===== src/rtl/nfcd_defs.vh =====
// Constants of the flash command host
`ifndef NFCD_DEFS_VH
`define NFCD_DEFS_VH
`define NFCD_AW            27
`define NFCD_DW            16
// Bus cycle lengths in 25 ns clocks
`define NFCD_SET_CYC       8'h01
`define NFCD_WP_CYC        8'h02
`define NFCD_REC_CYC       8'h01
`define NFCD_ACC_CYC       8'h04
// Host operations on cmd_op
`define NFCD_OP_READ        5'h00
`define NFCD_OP_RESET1      5'h01
`define NFCD_OP_RESET3      5'h02
`define NFCD_OP_CFI         5'h03
`define NFCD_OP_AUTOSEL     5'h04
`define NFCD_OP_BYP_ENTER   5'h05
`define NFCD_OP_BYP_EXIT    5'h06
`define NFCD_OP_CHIP_ERASE  5'h07
`define NFCD_OP_BLOCK_ERASE 5'h08
`define NFCD_OP_ERASE_ADD   5'h09
`define NFCD_OP_SUSPEND     5'h0A
`define NFCD_OP_RESUME      5'h0B
`define NFCD_OP_BLANK_SETUP 5'h0C
`define NFCD_OP_BLANK_CONF  5'h0D
`define NFCD_OP_BUF_START   5'h0E
`define NFCD_OP_BUF_DATA    5'h0F
`define NFCD_OP_BUF_CONF    5'h10
`define NFCD_OP_LAST        5'h10
// Command codes
`define NFCD_D_UNLOCK1      8'hAA
`define NFCD_D_UNLOCK2      8'h55
`define NFCD_D_RESET        8'hF0
`define NFCD_D_CFI          8'h98
`define NFCD_D_AUTOSEL      8'h90
`define NFCD_D_BYPASS       8'h20
`define NFCD_D_BYP_EXIT2    8'h00
`define NFCD_D_ERASE        8'h80
`define NFCD_D_CHIP         8'h10
`define NFCD_D_BLOCK        8'h30
`define NFCD_D_SUSPEND      8'hB0
`define NFCD_D_RESUME       8'h30
`define NFCD_D_BLANK1       8'hEB
`define NFCD_D_BLANK2       8'h76
`define NFCD_D_BLANK3       8'h00
`define NFCD_D_CONFIRM      8'h29
`define NFCD_D_BUFLOAD      8'h25
// Unlock addresses
`define NFCD_U1_X8          27'h0000AAA
`define NFCD_U1_X16         27'h0000555
`define NFCD_U2_X8          27'h0000555
`define NFCD_U2_X16         27'h00002AA
// Buffer program limits
`define NFCD_BUF_MAXN_X8    16'h00FF
`define NFCD_BUF_MAXN_X16   16'h01FF
`define NFCD_BUF_CYC_X8     10'h105
`define NFCD_BUF_CYC_X16    10'h205
`define NFCD_BUF_CYC_BX8    10'h103
`define NFCD_BUF_CYC_BX16   10'h203
`define NFCD_ABORT_BIT      1
`endif


===== src/rtl/nfcd_bus_cycle.v =====
// One asynchronous write or read cycle on the flash pins
`include "nfcd_defs.vh"
module nfcd_bus_cycle (
  input  wire                clk,
  input  wire                rst,
  input  wire                start,
  input  wire                is_read,
  input  wire [`NFCD_AW-1:0] addr,
  input  wire [`NFCD_DW-1:0] wdata,
  input  wire [`NFCD_DW-1:0] dq_in,
  output reg                 ce_n,
  output reg                 we_n,
  output reg                 oe_n,
  output reg                 dq_oe_n,
  output reg  [`NFCD_AW-1:0] a_out,
  output reg  [`NFCD_DW-1:0] dq_out,
  output reg  [`NFCD_DW-1:0] rdata,
  output reg                 done
);
  localparam S_IDLE = 4'b0001;
  localparam S_SET  = 4'b0010;
  localparam S_ACT  = 4'b0100;
  localparam S_REC  = 4'b1000;
  localparam [7:0] SET_CYC = `NFCD_SET_CYC;
  localparam [7:0] WP_CYC  = `NFCD_WP_CYC;
  localparam [7:0] REC_CYC = `NFCD_REC_CYC;
  localparam [7:0] ACC_CYC = `NFCD_ACC_CYC;

  reg [3:0] state;
  reg [7:0] cnt;
  reg       rd;

  always @(posedge clk) begin
    if (rst) begin
      state   <= S_IDLE;
      cnt     <= 8'h00;
      rd      <= 1'b0;
      ce_n    <= 1'b1;
      we_n    <= 1'b1;
      oe_n    <= 1'b1;
      dq_oe_n <= 1'b1;
      a_out   <= {`NFCD_AW{1'b0}};
      dq_out  <= {`NFCD_DW{1'b0}};
      rdata   <= {`NFCD_DW{1'b0}};
      done    <= 1'b0;
    end else begin
      done <= 1'b0;
      case (state)
        S_IDLE: if (start) begin
          a_out   <= addr;
          dq_out  <= wdata;
          rd      <= is_read;
          ce_n    <= 1'b0;
          dq_oe_n <= is_read;
          cnt     <= 8'h01;
          state   <= S_SET;
        end
        S_SET: if (cnt >= SET_CYC) begin
          cnt   <= 8'h01;
          state <= S_ACT;
          if (rd) begin
            oe_n <= 1'b0;
          end else begin
            we_n <= 1'b0;
          end
        end else begin
          cnt <= cnt + 8'h01;
        end
        S_ACT: if (cnt >= (rd ? ACC_CYC : WP_CYC)) begin
          if (rd) begin
            rdata <= dq_in;
          end
          oe_n  <= 1'b1;
          we_n  <= 1'b1;
          cnt   <= 8'h01;
          state <= S_REC;
        end else begin
          cnt <= cnt + 8'h01;
        end
        S_REC: if (cnt >= REC_CYC) begin
          ce_n    <= 1'b1;
          dq_oe_n <= 1'b1;
          done    <= 1'b1;
          state   <= S_IDLE;
        end else begin
          cnt <= cnt + 8'h01;
        end
        default: state <= S_IDLE;
      endcase
    end
  end
endmodule


===== src/rtl/nfcd_host.v =====
// Host issuing flash command sequences, tracking flash modes
// Notes on behaviour
// - Chip erase AA,55,80,AA,55,10.
// - Block erase ends 30 at a block; more 30s add blocks.
// - Bypass erase is 80,10 or 80,30.
// - B0 suspends, 30 resumes.
// - Count is items less one; 256 bytes or 512 words most.
// - At most 261/517 cycles, bypass 259/515.
// - Confirm 29 to the loaded block.
// - Loading varies only low address bits.
// - Abort error needs three-write reset.
// - Only 90,00 leaves bypass.
// - Auto select AA,55,90; left by reset or CFI.
`include "nfcd_defs.vh"
module nfcd_host (
  input  wire                clk,
  input  wire                rst,
  input  wire                byte_mode,
  input  wire                cmd_valid,
  input  wire [4:0]          cmd_op,
  input  wire [`NFCD_AW-1:0] cmd_addr,
  input  wire [`NFCD_DW-1:0] cmd_data,
  input  wire                flash_rdy,
  input  wire [`NFCD_DW-1:0] flash_dq_in,
  output reg                 cmd_ready,
  output reg                 cmd_done,
  output reg                 cmd_refused,
  output reg                 rsp_valid,
  output reg  [`NFCD_DW-1:0] rsp_data,
  output reg                 stat_bypass,
  output reg                 stat_suspended,
  output reg                 stat_cfi,
  output reg                 stat_autosel,
  output reg                 stat_busy,
  output reg                 stat_abort,
  output reg                 flash_byte_n,
  output wire                flash_ce_n,
  output wire                flash_we_n,
  output wire                flash_oe_n,
  output wire [`NFCD_AW-1:0] flash_addr,
  output wire [`NFCD_DW-1:0] flash_dq_out,
  output wire                flash_dq_oe_n
);
  localparam S_IDLE  = 3'b001;
  localparam S_ISSUE = 3'b010;
  localparam S_WAIT  = 3'b100;
  localparam [1:0] A_X  = 2'd0;
  localparam [1:0] A_U1 = 2'd1;
  localparam [1:0] A_U2 = 2'd2;
  localparam [1:0] A_UA = 2'd3;

  // Cycle word: {last, address select, data select, byte}
  function [11:0] cyc;
    input       last;
    input [1:0] asel;
    input       dsel;
    input [7:0] d;
    begin
      cyc = {last, asel, dsel, d};
    end
  endfunction

  function [11:0] seq;
    input [4:0] op;
    input [3:0] step;
    input       byp;
    reg   [3:0] s;
    begin
      s   = byp ? step + 4'd2 : step;
      seq = cyc(1'b1, A_X, 1'b0, `NFCD_D_RESET);
      case (op)
        `NFCD_OP_READ:      seq = cyc(1'b1, A_UA, 1'b0, 8'h00);
        `NFCD_OP_RESET1:    seq = cyc(1'b1, A_X, 1'b0, `NFCD_D_RESET);
        `NFCD_OP_RESET3, `NFCD_OP_AUTOSEL, `NFCD_OP_BYP_ENTER: begin
          if (step == 4'd0) begin
            seq = cyc(1'b0, A_U1, 1'b0, `NFCD_D_UNLOCK1);
          end else if (step == 4'd1) begin
            seq = cyc(1'b0, A_U2, 1'b0, `NFCD_D_UNLOCK2);
          end else if (op == `NFCD_OP_RESET3) begin
            seq = cyc(1'b1, A_X, 1'b0, `NFCD_D_RESET);
          end else if (op == `NFCD_OP_AUTOSEL) begin
            seq = cyc(1'b1, A_U1, 1'b0, `NFCD_D_AUTOSEL);
          end else begin
            seq = cyc(1'b1, A_U1, 1'b0, `NFCD_D_BYPASS);
          end
        end
        `NFCD_OP_CFI:       seq = cyc(1'b1, A_U1, 1'b0, `NFCD_D_CFI);
        `NFCD_OP_BYP_EXIT:
          seq = (step == 4'd0) ? cyc(1'b0, A_X, 1'b0, `NFCD_D_AUTOSEL)
                : cyc(1'b1, A_X, 1'b0, `NFCD_D_BYP_EXIT2);
        `NFCD_OP_CHIP_ERASE, `NFCD_OP_BLOCK_ERASE: begin
          if (byp) begin
            if (step == 4'd0) begin
              seq = cyc(1'b0, A_X, 1'b0, `NFCD_D_ERASE);
            end else if (op == `NFCD_OP_BLOCK_ERASE) begin
              seq = cyc(1'b1, A_UA, 1'b0, `NFCD_D_BLOCK);
            end else begin
              seq = cyc(1'b1, A_X, 1'b0, `NFCD_D_CHIP);
            end
          end else if (step == 4'd0 || step == 4'd3) begin
            seq = cyc(1'b0, A_U1, 1'b0, `NFCD_D_UNLOCK1);
          end else if (step == 4'd1 || step == 4'd4) begin
            seq = cyc(1'b0, A_U2, 1'b0, `NFCD_D_UNLOCK2);
          end else if (step == 4'd2) begin
            seq = cyc(1'b0, A_U1, 1'b0, `NFCD_D_ERASE);
          end else if (op == `NFCD_OP_BLOCK_ERASE) begin
            seq = cyc(1'b1, A_UA, 1'b0, `NFCD_D_BLOCK);
          end else begin
            seq = cyc(1'b1, A_U1, 1'b0, `NFCD_D_CHIP);
          end
        end
        `NFCD_OP_ERASE_ADD: seq = cyc(1'b1, A_UA, 1'b0, `NFCD_D_BLOCK);
        `NFCD_OP_SUSPEND:   seq = cyc(1'b1, A_X, 1'b0, `NFCD_D_SUSPEND);
        `NFCD_OP_RESUME:    seq = cyc(1'b1, A_X, 1'b0, `NFCD_D_RESUME);
        `NFCD_OP_BLANK_SETUP: begin
          case (step)
            4'd0:    seq = cyc(1'b0, A_U1, 1'b0, `NFCD_D_UNLOCK1);
            4'd1:    seq = cyc(1'b0, A_U2, 1'b0, `NFCD_D_UNLOCK2);
            4'd2:    seq = cyc(1'b0, A_UA, 1'b0, `NFCD_D_BLANK1);
            4'd3:    seq = cyc(1'b0, A_UA, 1'b0, `NFCD_D_BLANK2);
            4'd4:    seq = cyc(1'b0, A_UA, 1'b0, `NFCD_D_BLANK3);
            default: seq = cyc(1'b1, A_UA, 1'b0, `NFCD_D_BLANK3);
          endcase
        end
        `NFCD_OP_BLANK_CONF, `NFCD_OP_BUF_CONF:
          seq = cyc(1'b1, A_UA, 1'b0, `NFCD_D_CONFIRM);
        `NFCD_OP_BUF_START: begin
          case (s)
            4'd0:    seq = cyc(1'b0, A_U1, 1'b0, `NFCD_D_UNLOCK1);
            4'd1:    seq = cyc(1'b0, A_U2, 1'b0, `NFCD_D_UNLOCK2);
            4'd2:    seq = cyc(1'b0, A_UA, 1'b0, `NFCD_D_BUFLOAD);
            default: seq = cyc(1'b1, A_UA, 1'b1, 8'h00);
          endcase
        end
        `NFCD_OP_BUF_DATA:  seq = cyc(1'b1, A_UA, 1'b1, 8'h00);
        default:            seq = cyc(1'b1, A_X, 1'b0, `NFCD_D_RESET);
      endcase
    end
  endfunction

  reg  [2:0]          state;
  reg  [4:0]          op_q;
  reg  [3:0]          step;
  reg  [`NFCD_AW-1:0] addr_q;
  reg  [`NFCD_DW-1:0] data_q;
  reg                 eng_start;
  reg                 erase_open;
  reg                 blank_open;
  reg                 buf_open;
  reg  [9:0]          buf_left;
  reg  [9:0]          buf_cyc;
  reg  [`NFCD_AW-1:0] blk_base;
  reg                 rdy_q;
  reg                 legal;
  reg  [`NFCD_AW-1:0] cyc_addr;
  wire [11:0]         cur = seq(op_q, step, stat_bypass);
  wire [`NFCD_DW-1:0] eng_rdata;
  wire                eng_done;
  wire [15:0]         max_n = byte_mode ? `NFCD_BUF_MAXN_X8
                                        : `NFCD_BUF_MAXN_X16;
  wire [9:0]          cyc_lim = stat_bypass
      ? (byte_mode ? `NFCD_BUF_CYC_BX8 : `NFCD_BUF_CYC_BX16)
      : (byte_mode ? `NFCD_BUF_CYC_X8 : `NFCD_BUF_CYC_X16);
  wire                same_page = byte_mode
      ? (cmd_addr[`NFCD_AW-1:8] == blk_base[`NFCD_AW-1:8])
      : (cmd_addr[`NFCD_AW-1:9] == blk_base[`NFCD_AW-1:9]);
  wire [`NFCD_DW-1:0] cyc_data = cur[8] ? data_q : {8'h00, cur[7:0]};

  always @* begin
    case (cur[10:9])
      A_U1:    cyc_addr = byte_mode ? `NFCD_U1_X8 : `NFCD_U1_X16;
      A_U2:    cyc_addr = byte_mode ? `NFCD_U2_X8 : `NFCD_U2_X16;
      A_UA:    cyc_addr = addr_q;
      default: cyc_addr = {`NFCD_AW{1'b0}};
    endcase
  end

  // Acceptance of the offered operation
  always @* begin
    legal = 1'b1;
    if (cmd_op > `NFCD_OP_LAST) begin
      legal = 1'b0;
    end else if (stat_busy && !(cmd_op == `NFCD_OP_READ
        || cmd_op == `NFCD_OP_SUSPEND
        || (cmd_op == `NFCD_OP_ERASE_ADD && erase_open))) begin
      legal = 1'b0;
    end else if (buf_open && !(cmd_op == `NFCD_OP_READ
        || cmd_op == `NFCD_OP_BUF_DATA || cmd_op == `NFCD_OP_BUF_CONF
        || cmd_op == `NFCD_OP_RESET3)) begin
      legal = 1'b0;
    end else if (cmd_op == `NFCD_OP_RESET1 && stat_abort) begin
      legal = 1'b0;
    end else if (cmd_op == `NFCD_OP_CFI && stat_cfi) begin
      legal = 1'b0;
    end else if ((cmd_op == `NFCD_OP_SUSPEND && !stat_busy)
        || (cmd_op == `NFCD_OP_RESUME && !stat_suspended)
        || (cmd_op == `NFCD_OP_ERASE_ADD && !erase_open)
        || (cmd_op == `NFCD_OP_BLANK_CONF && !blank_open)
        || (cmd_op == `NFCD_OP_BYP_ENTER && stat_bypass)
        || (cmd_op == `NFCD_OP_BYP_EXIT && !stat_bypass)) begin
      legal = 1'b0;
    end else if (cmd_op == `NFCD_OP_BUF_START && cmd_data > max_n) begin
      legal = 1'b0;
    end else if (cmd_op == `NFCD_OP_BUF_DATA && (!buf_open
        || buf_left == 10'd0 || !same_page
        || buf_cyc + 10'd2 > cyc_lim)) begin
      legal = 1'b0;
    end else if (cmd_op == `NFCD_OP_BUF_CONF
        && (!buf_open || buf_left != 10'd0)) begin
      legal = 1'b0;
    end
  end

  always @(posedge clk) begin
    if (rst) begin
      state          <= S_IDLE;
      op_q           <= `NFCD_OP_READ;
      step           <= 4'd0;
      addr_q         <= {`NFCD_AW{1'b0}};
      data_q         <= {`NFCD_DW{1'b0}};
      eng_start      <= 1'b0;
      erase_open     <= 1'b0;
      blank_open     <= 1'b0;
      buf_open       <= 1'b0;
      buf_left       <= 10'd0;
      buf_cyc        <= 10'd0;
      blk_base       <= {`NFCD_AW{1'b0}};
      rdy_q          <= 1'b1;
      cmd_ready      <= 1'b0;
      cmd_done       <= 1'b0;
      cmd_refused    <= 1'b0;
      rsp_valid      <= 1'b0;
      rsp_data       <= {`NFCD_DW{1'b0}};
      stat_bypass    <= 1'b0;
      stat_suspended <= 1'b0;
      stat_cfi       <= 1'b0;
      stat_autosel   <= 1'b0;
      stat_busy      <= 1'b0;
      stat_abort     <= 1'b0;
      flash_byte_n   <= 1'b1;
    end else begin
      cmd_done     <= 1'b0;
      cmd_refused  <= 1'b0;
      rsp_valid    <= 1'b0;
      eng_start    <= 1'b0;
      rdy_q        <= flash_rdy;
      flash_byte_n <= ~byte_mode;
      if (flash_rdy && !rdy_q) begin
        stat_busy <= 1'b0;
      end
      case (state)
        S_IDLE: begin
          cmd_ready <= 1'b1;
          if (cmd_valid && cmd_ready) begin
            cmd_ready <= 1'b0;
            if (legal) begin
              op_q   <= cmd_op;
              step   <= 4'd0;
              addr_q <= (cmd_op == `NFCD_OP_BUF_CONF
                  || cmd_op == `NFCD_OP_BLANK_CONF) ? blk_base
                  : cmd_addr;
              data_q <= cmd_data;
              state  <= S_ISSUE;
            end else begin
              cmd_refused <= 1'b1;
            end
          end
        end
        S_ISSUE: begin
          eng_start <= 1'b1;
          state     <= S_WAIT;
        end
        S_WAIT: if (eng_done) begin
          if (op_q == `NFCD_OP_READ) begin
            rsp_valid <= 1'b1;
            rsp_data  <= eng_rdata;
            if (stat_busy && eng_rdata[`NFCD_ABORT_BIT]) begin
              stat_abort <= 1'b1;
            end
          end
          if (!cur[11]) begin
            step  <= step + 4'd1;
            state <= S_ISSUE;
          end else begin
            cmd_done  <= 1'b1;
            cmd_ready <= 1'b1;
            state     <= S_IDLE;
            if (op_q != `NFCD_OP_READ) begin
              erase_open <= 1'b0;
              if (op_q != `NFCD_OP_BLANK_SETUP) begin
                blank_open <= 1'b0;
              end
            end
            case (op_q)
              `NFCD_OP_RESET1, `NFCD_OP_RESET3: begin
                stat_cfi     <= 1'b0;
                stat_autosel <= 1'b0;
                stat_abort   <= 1'b0;
                buf_open     <= 1'b0;
              end
              `NFCD_OP_CFI: begin
                stat_cfi     <= 1'b1;
                stat_autosel <= 1'b0;
              end
              `NFCD_OP_AUTOSEL:   stat_autosel <= 1'b1;
              `NFCD_OP_BYP_ENTER: stat_bypass <= 1'b1;
              `NFCD_OP_BYP_EXIT:  stat_bypass <= 1'b0;
              `NFCD_OP_CHIP_ERASE: stat_busy <= 1'b1;
              `NFCD_OP_BLOCK_ERASE, `NFCD_OP_ERASE_ADD: begin
                stat_busy  <= 1'b1;
                erase_open <= 1'b1;
              end
              `NFCD_OP_SUSPEND: begin
                stat_busy      <= 1'b0;
                stat_suspended <= 1'b1;
              end
              `NFCD_OP_RESUME: begin
                stat_busy      <= 1'b1;
                stat_suspended <= 1'b0;
              end
              `NFCD_OP_BLANK_SETUP: begin
                blank_open <= 1'b1;
                blk_base   <= addr_q;
              end
              `NFCD_OP_BLANK_CONF: stat_busy <= 1'b1;
              `NFCD_OP_BUF_START: begin
                buf_open <= 1'b1;
                blk_base <= addr_q;
                buf_left <= data_q[9:0] + 10'd1;
                buf_cyc  <= stat_bypass ? 10'd2 : 10'd4;
              end
              `NFCD_OP_BUF_DATA: begin
                buf_left <= buf_left - 10'd1;
                buf_cyc  <= buf_cyc + 10'd1;
              end
              `NFCD_OP_BUF_CONF: begin
                buf_open  <= 1'b0;
                stat_busy <= 1'b1;
              end
              default: ;
            endcase
          end
        end
        default: state <= S_IDLE;
      endcase
    end
  end

  nfcd_bus_cycle u_cycle (
    .clk     (clk),
    .rst     (rst),
    .start   (eng_start),
    .is_read (op_q == `NFCD_OP_READ),
    .addr    (cyc_addr),
    .wdata   (cyc_data),
    .dq_in   (flash_dq_in),
    .ce_n    (flash_ce_n),
    .we_n    (flash_we_n),
    .oe_n    (flash_oe_n),
    .dq_oe_n (flash_dq_oe_n),
    .a_out   (flash_addr),
    .dq_out  (flash_dq_out),
    .rdata   (eng_rdata),
    .done    (eng_done)
  );
endmodule


===== config.mk =====
export PLATFORM = sky130hd
export DESIGN_NAME = nfcd_host
export DESIGN_NICKNAME = d
export VERILOG_FILES = /design/src/rtl/nfcd_bus_cycle.v /design/src/rtl/nfcd_host.v
export VERILOG_INCLUDE_DIRS = /design/src /design/src/rtl
export SDC_FILE = /design/constraint.sdc
export NUM_CORES = 1
export LEC_CHECK = 0
export ABC_CLOCK_PERIOD_IN_PS = 3000
export BUFFER_PORTS_ARGS = -buffer_cell sky130_fd_sc_hd__buf_2
export CAP_MARGIN = 0
export CORE_UTILIZATION = 36
export DETAILED_ROUTE_END_ITERATION = 8
export PLACE_DENSITY_LB_ADDON = 0.2
export SETUP_SLACK_MARGIN = 0.5
export SYNTH_ARGS = -nofsm -noshare
export SYNTH_HDL_FRONTEND = slang
export SYNTH_SLANG_ARGS = --single-unit

===== constraint.sdc =====
create_clock -name clk -period 3 [get_ports clk]
set_input_delay 0.6 -clock clk [delete_from_list [all_inputs] [get_ports clk]]
set_output_delay 0.6 -clock clk [all_outputs]
set_load 0.01 [all_outputs]

==> results.env <==
VDD.IR_DROP.WORST_mV=0.339
CAP_VIOLATIONS=0
POST-SYNTH-TOP-AREA-CELL='dfxtp_1'
POWERDENSITY_mW_PER_MM2=424
FMAXACHIEVABLE_GHz=0.351
DIODES=0
REPORT.FINAL.HOLD_VIOL_COUNT=0
SYNTH_TOP_CELL_AREA_SHARE_PCT=39.5
HP_CLASS='in -> reg'
SYNTH_COMPOUND_AREA_SHARE_PCT=22.9
GRT_UTIL_ALL_LAYERS_PCT=23.5
P_LEAK_uW=0.00573
SYNTH_FA_HA_AREA_SHARE_PCT=2.22
DRT_FIRST_ITER_VIOLATIONS=906
COMBINATIONAL_FAMILY_WITH_THE_MOST_AREA_AFTER_SYNTHESIS='compound AO/OA/AOI/OAI gates'
OUTCOME='complete, no violations'
YOSYSMOSTFREQUENTCELL='dfxtp_1'
SYNTHESIS.INSTANCES=1312
PERIOD_NEEDED_NS=2.85
MAPPEDNETLISTNETS=1400
CTS_MAX_PATH_BUFFERS=3
DIEAREA_SQ_MM=0.0304
MULTI_INPUT_AREA_SQ_MM=0.00692
REPORT.FINAL.SLEW_VIOL_COUNT=0
CP-START-KIND='flop'
FILLERS=2733
YOSYS-TOP-CELLS-AREA='dfxtp_1 39%, a21oi_1 6.7%, nand2_1 5.7%, mux2i_1 4.5%, nor2_1 4.2%'
RSZ0062_AT_GRT='yes'
CRITPATHKIND='reg -> reg'
TIMING.CRITICAL_PATH.FANOUT_MAX=8
FINALSETUPTNS_NS=0
MAPPEDNETLISTAREA_SQ_MM=0.0107
CLOCK-ROOT-BUFFER='clkbuf_16'
SYNTH_XOR_XNOR_AREA_SHARE_PCT=3.60
IO_PINS=143
STARTING_DENSITY_OF_THE_CORE_PCT=36.9
COUNT_OF_ENDPOINTS_FAILING_SETUP_IN_THE_FINAL_REPORT=0
DR_TOTAL_VIAS=10800
WORSTMARGINPINSLEW_NS=0.916
TIMING.SLEW.HEADROOM_PCT=38.9
DRT-TOTAL-WL_UM=36900
WORST_HOLD_PATH.NUM_CELLS=3
DRT-VIAS-PER-INSTANCE=5.53
TRITONCTS.NUM_BUFFERS=25
WORST_R2R_PATH_DEPTH=10
SYN_AREA_PER_CELL_SQ_UM=8.16
ROW_COUNT=62
SYNTH_EDF_COUNT=0
FLOP_AND_LATCH_COUNT_OUT_OF_SYNTHESIS=211
DRCVIOLATIONCOUNT=0
ANTENNA_FOUND_INITIAL=2
CTS_NUM_SINKS=211
CORE_AREA_SQ_MM=0.0290
PLACE_HPWL_UM=23200
CHIPHEIGHT_UM=174
WORST_CLOCK_SKEW_NS=0.0169
SEQCELLAREA_SQ_MM=0.00426
DRT-PASS1-ITER-COUNT=5
YOSYSWARNINGCOUNT=0
CLKSLEWWORSTSETUPHOLDPATHS_NS=0.06
SKEW_PAIR_LATE_INSERTION_DELAY_NS=0.53
DRT-WIRELENGTH-PER-CELL_UM=18.8
PLACEMENT.IO_BUFFERS=142
SYNTH-SIMPLE-AREA-SHARE_PCT=22.3
ROUTABILITYCONGESTION=0.908
GRT-OVFL-TOTAL=0
PERIOD_SHARE_PCT=95.0
YS_TOP_CELLS_BY_COUNT='211 x dfxtp_1, 163 x nand2_1, 144 x a21oi_1'
SYN2LAYOUT_AREA_GROWTH_PCT=41.5
SYNTH.AREA.MUX_SHARE_PCT=4.59
YS_TYPES=93
NUMBER_OF_GLOBAL_ROUTE_VIAS_BEFORE_REPAIR=10400
CP_DATA_REQUIRED_TIME_NS=3.38
FINISH.UTILIZATION_PCT=52.2
SYNTH_SEQUENTIAL_AREA_RATIO_PCT=39.5
WORST_SETUP_PATH_END_KIND='flop'
ASYNC_FLOP_SHARE_PCT=0
LARGEST_NET_DEGREE_AT_THE_START_OF_GLOBAL_ROUTING=77
CP_DATA_ARRIVAL_TIME_NS=3.23
YOSYS_MOST_USED_DFF='dfxtp_1'
FIN_NETS=1648
POST_DRT_ANTENNA_NETS=0
GRT_PASS1_WL_UM=57300
DIE_W_UM=174
TRITONCTS_CLOCK_TREE='built'
CTS-HTREE-LEVELS=1
LAYOUT-DRIVE-GT1-SHARE_PCT=35.7
flip-flops by register name, summed over array words and instances (netlist names), 3 cells and up:
signal	count
data_q	16
state	3
u_cycle.a_out	27
step	4
u_cycle.dq_out	16
rsp_data	16
addr_q	27
u_cycle.cnt	8
u_cycle.state	4
u_cycle.rdata	16
buf_cyc	10
blk_base	27
op_q	5
buf_left	10
layout make-up:
| type | instances | area share, % |
|---|---|---|
| clock inverter | 5 | 0.231 |
| multi-input combinational | 983 | 45.7 |
| inverter | 24 | 0.661 |
| timing repair buffer | 315 | 17.0 |
| sequential | 211 | 28.1 |
| tap | 384 | 3.17 |
| clock buffer | 38 | 5.11 |
per-layer routing:
| layer | GRT usage, % | up-vias | wire length, um |
|---|---|---|---|
| met5 | 0 | - | 14 |
| met4 | 8.26 | 2 | 1290 |
| met3 | 4.99 | 89 | 2290 |
| met2 | 37.8 | 320 | 17000 |
| met1 | 30.8 | 5187 | 16300 |
| li1 | - | 5231 | - |
final timing paths:
path                                                startpoint                             end  slack [ns]
worst max-delay path                  buf_left[6]$_SDFFE_PP0P_          addr_q[4]$_SDFFE_PP0P_        0.15
worst min-delay path                                 flash_rdy                rdy_q$_SDFF_PP1_        0.27
worst max register to register        buf_left[6]$_SDFFE_PP0P_          addr_q[4]$_SDFFE_PP0P_        0.15
worst min register to register  u_cycle.dq_out[0]$_SDFFE_PP0P_  u_cycle.dq_out[0]$_SDFFE_PP0P_        0.45
per-stage QoR:
step / hold slack (ns) / instance area, sq um / worst slack [ns] / power (uW) / instances
after floorplan: 0.431 / 10800 / 0.503 / 3190 / 1312
after global placement: 0.437 / 12200 / 0.139 / 3370 / 1816
after detailed placement: 0.438 / 12200 / 0.0103 / 3370 / 1816
after CTS: 0.257 / 14400 / 0.225 / 6410 / 1939
after global routing: 0.278 / 15100 / 0.00985 / 6640 / 1960
final: 0.273 / 15100 / 0.150 / 6430 / 1960
power by group:
| group | internal [uW] | switching [uW] |
|---|---|---|
| sequential | 2830 | 37.5 |
| clock | 1770 | 1210 |
| combinational | 249 | 329 |
repair_timing:
item	in CTS	in global routing
pin swaps	53	88
cloned	11	2
buffers inserted	69	19
hold buffers	0	0
resized for setup	132	128
endpoints found under the setup margin	151	165
critical path, stage by stage (launching register included):
cell and delay [ns]:
dfxtp_2 0.33, or3_4 0.39, or3_4 0.42, a2111oi_4 0.22
a211oi_2 0.09, or4_4 0.59, nor2_4 0.20, buf_6 0.16
buf_12 0.10, buf_16 0.11, a211oi_1 0.08
cells by family after synthesis:
| kind of cell | after synthesis |
|---|---|
| compound gates | 381 |
| xor+xnor | 44 |
| buf+inv | 119 |
| simple gates | 489 |
| fa+ha+maj | 19 |
| flops | 211 |
| mux | 49 |
placed cells by master (no fill, tap or decap), types with 11 or more instances in the layout:
| master | count |
|---|---|
| nor2_1 | 115 |
| o21ai_0 | 45 |
| buf_6 | 34 |
| a22oi_2 | 15 |
| clkbuf_16 | 27 |
| a211oi_1 | 26 |
| xnor2_1 | 22 |
| a21oi_1 | 115 |
| mux2i_1 | 48 |
| inv_1 | 20 |
| buf_12 | 16 |
| dfxtp_2 | 14 |
| a21oi_2 | 29 |
| dfxtp_1 | 192 |
| xor2_1 | 20 |
| o21ai_1 | 32 |
| a211oi_2 | 11 |
| ha_1 | 13 |
| nor4_1 | 11 |
| nor3_1 | 20 |
| nand2_1 | 142 |
| buf_2 | 141 |
| nand3_1 | 41 |
| nand2b_1 | 13 |
| nand4_1 | 12 |
| nand2_2 | 14 |
| and3_1 | 11 |
| buf_4 | 111 |
(Power assumes the default switching activity.)
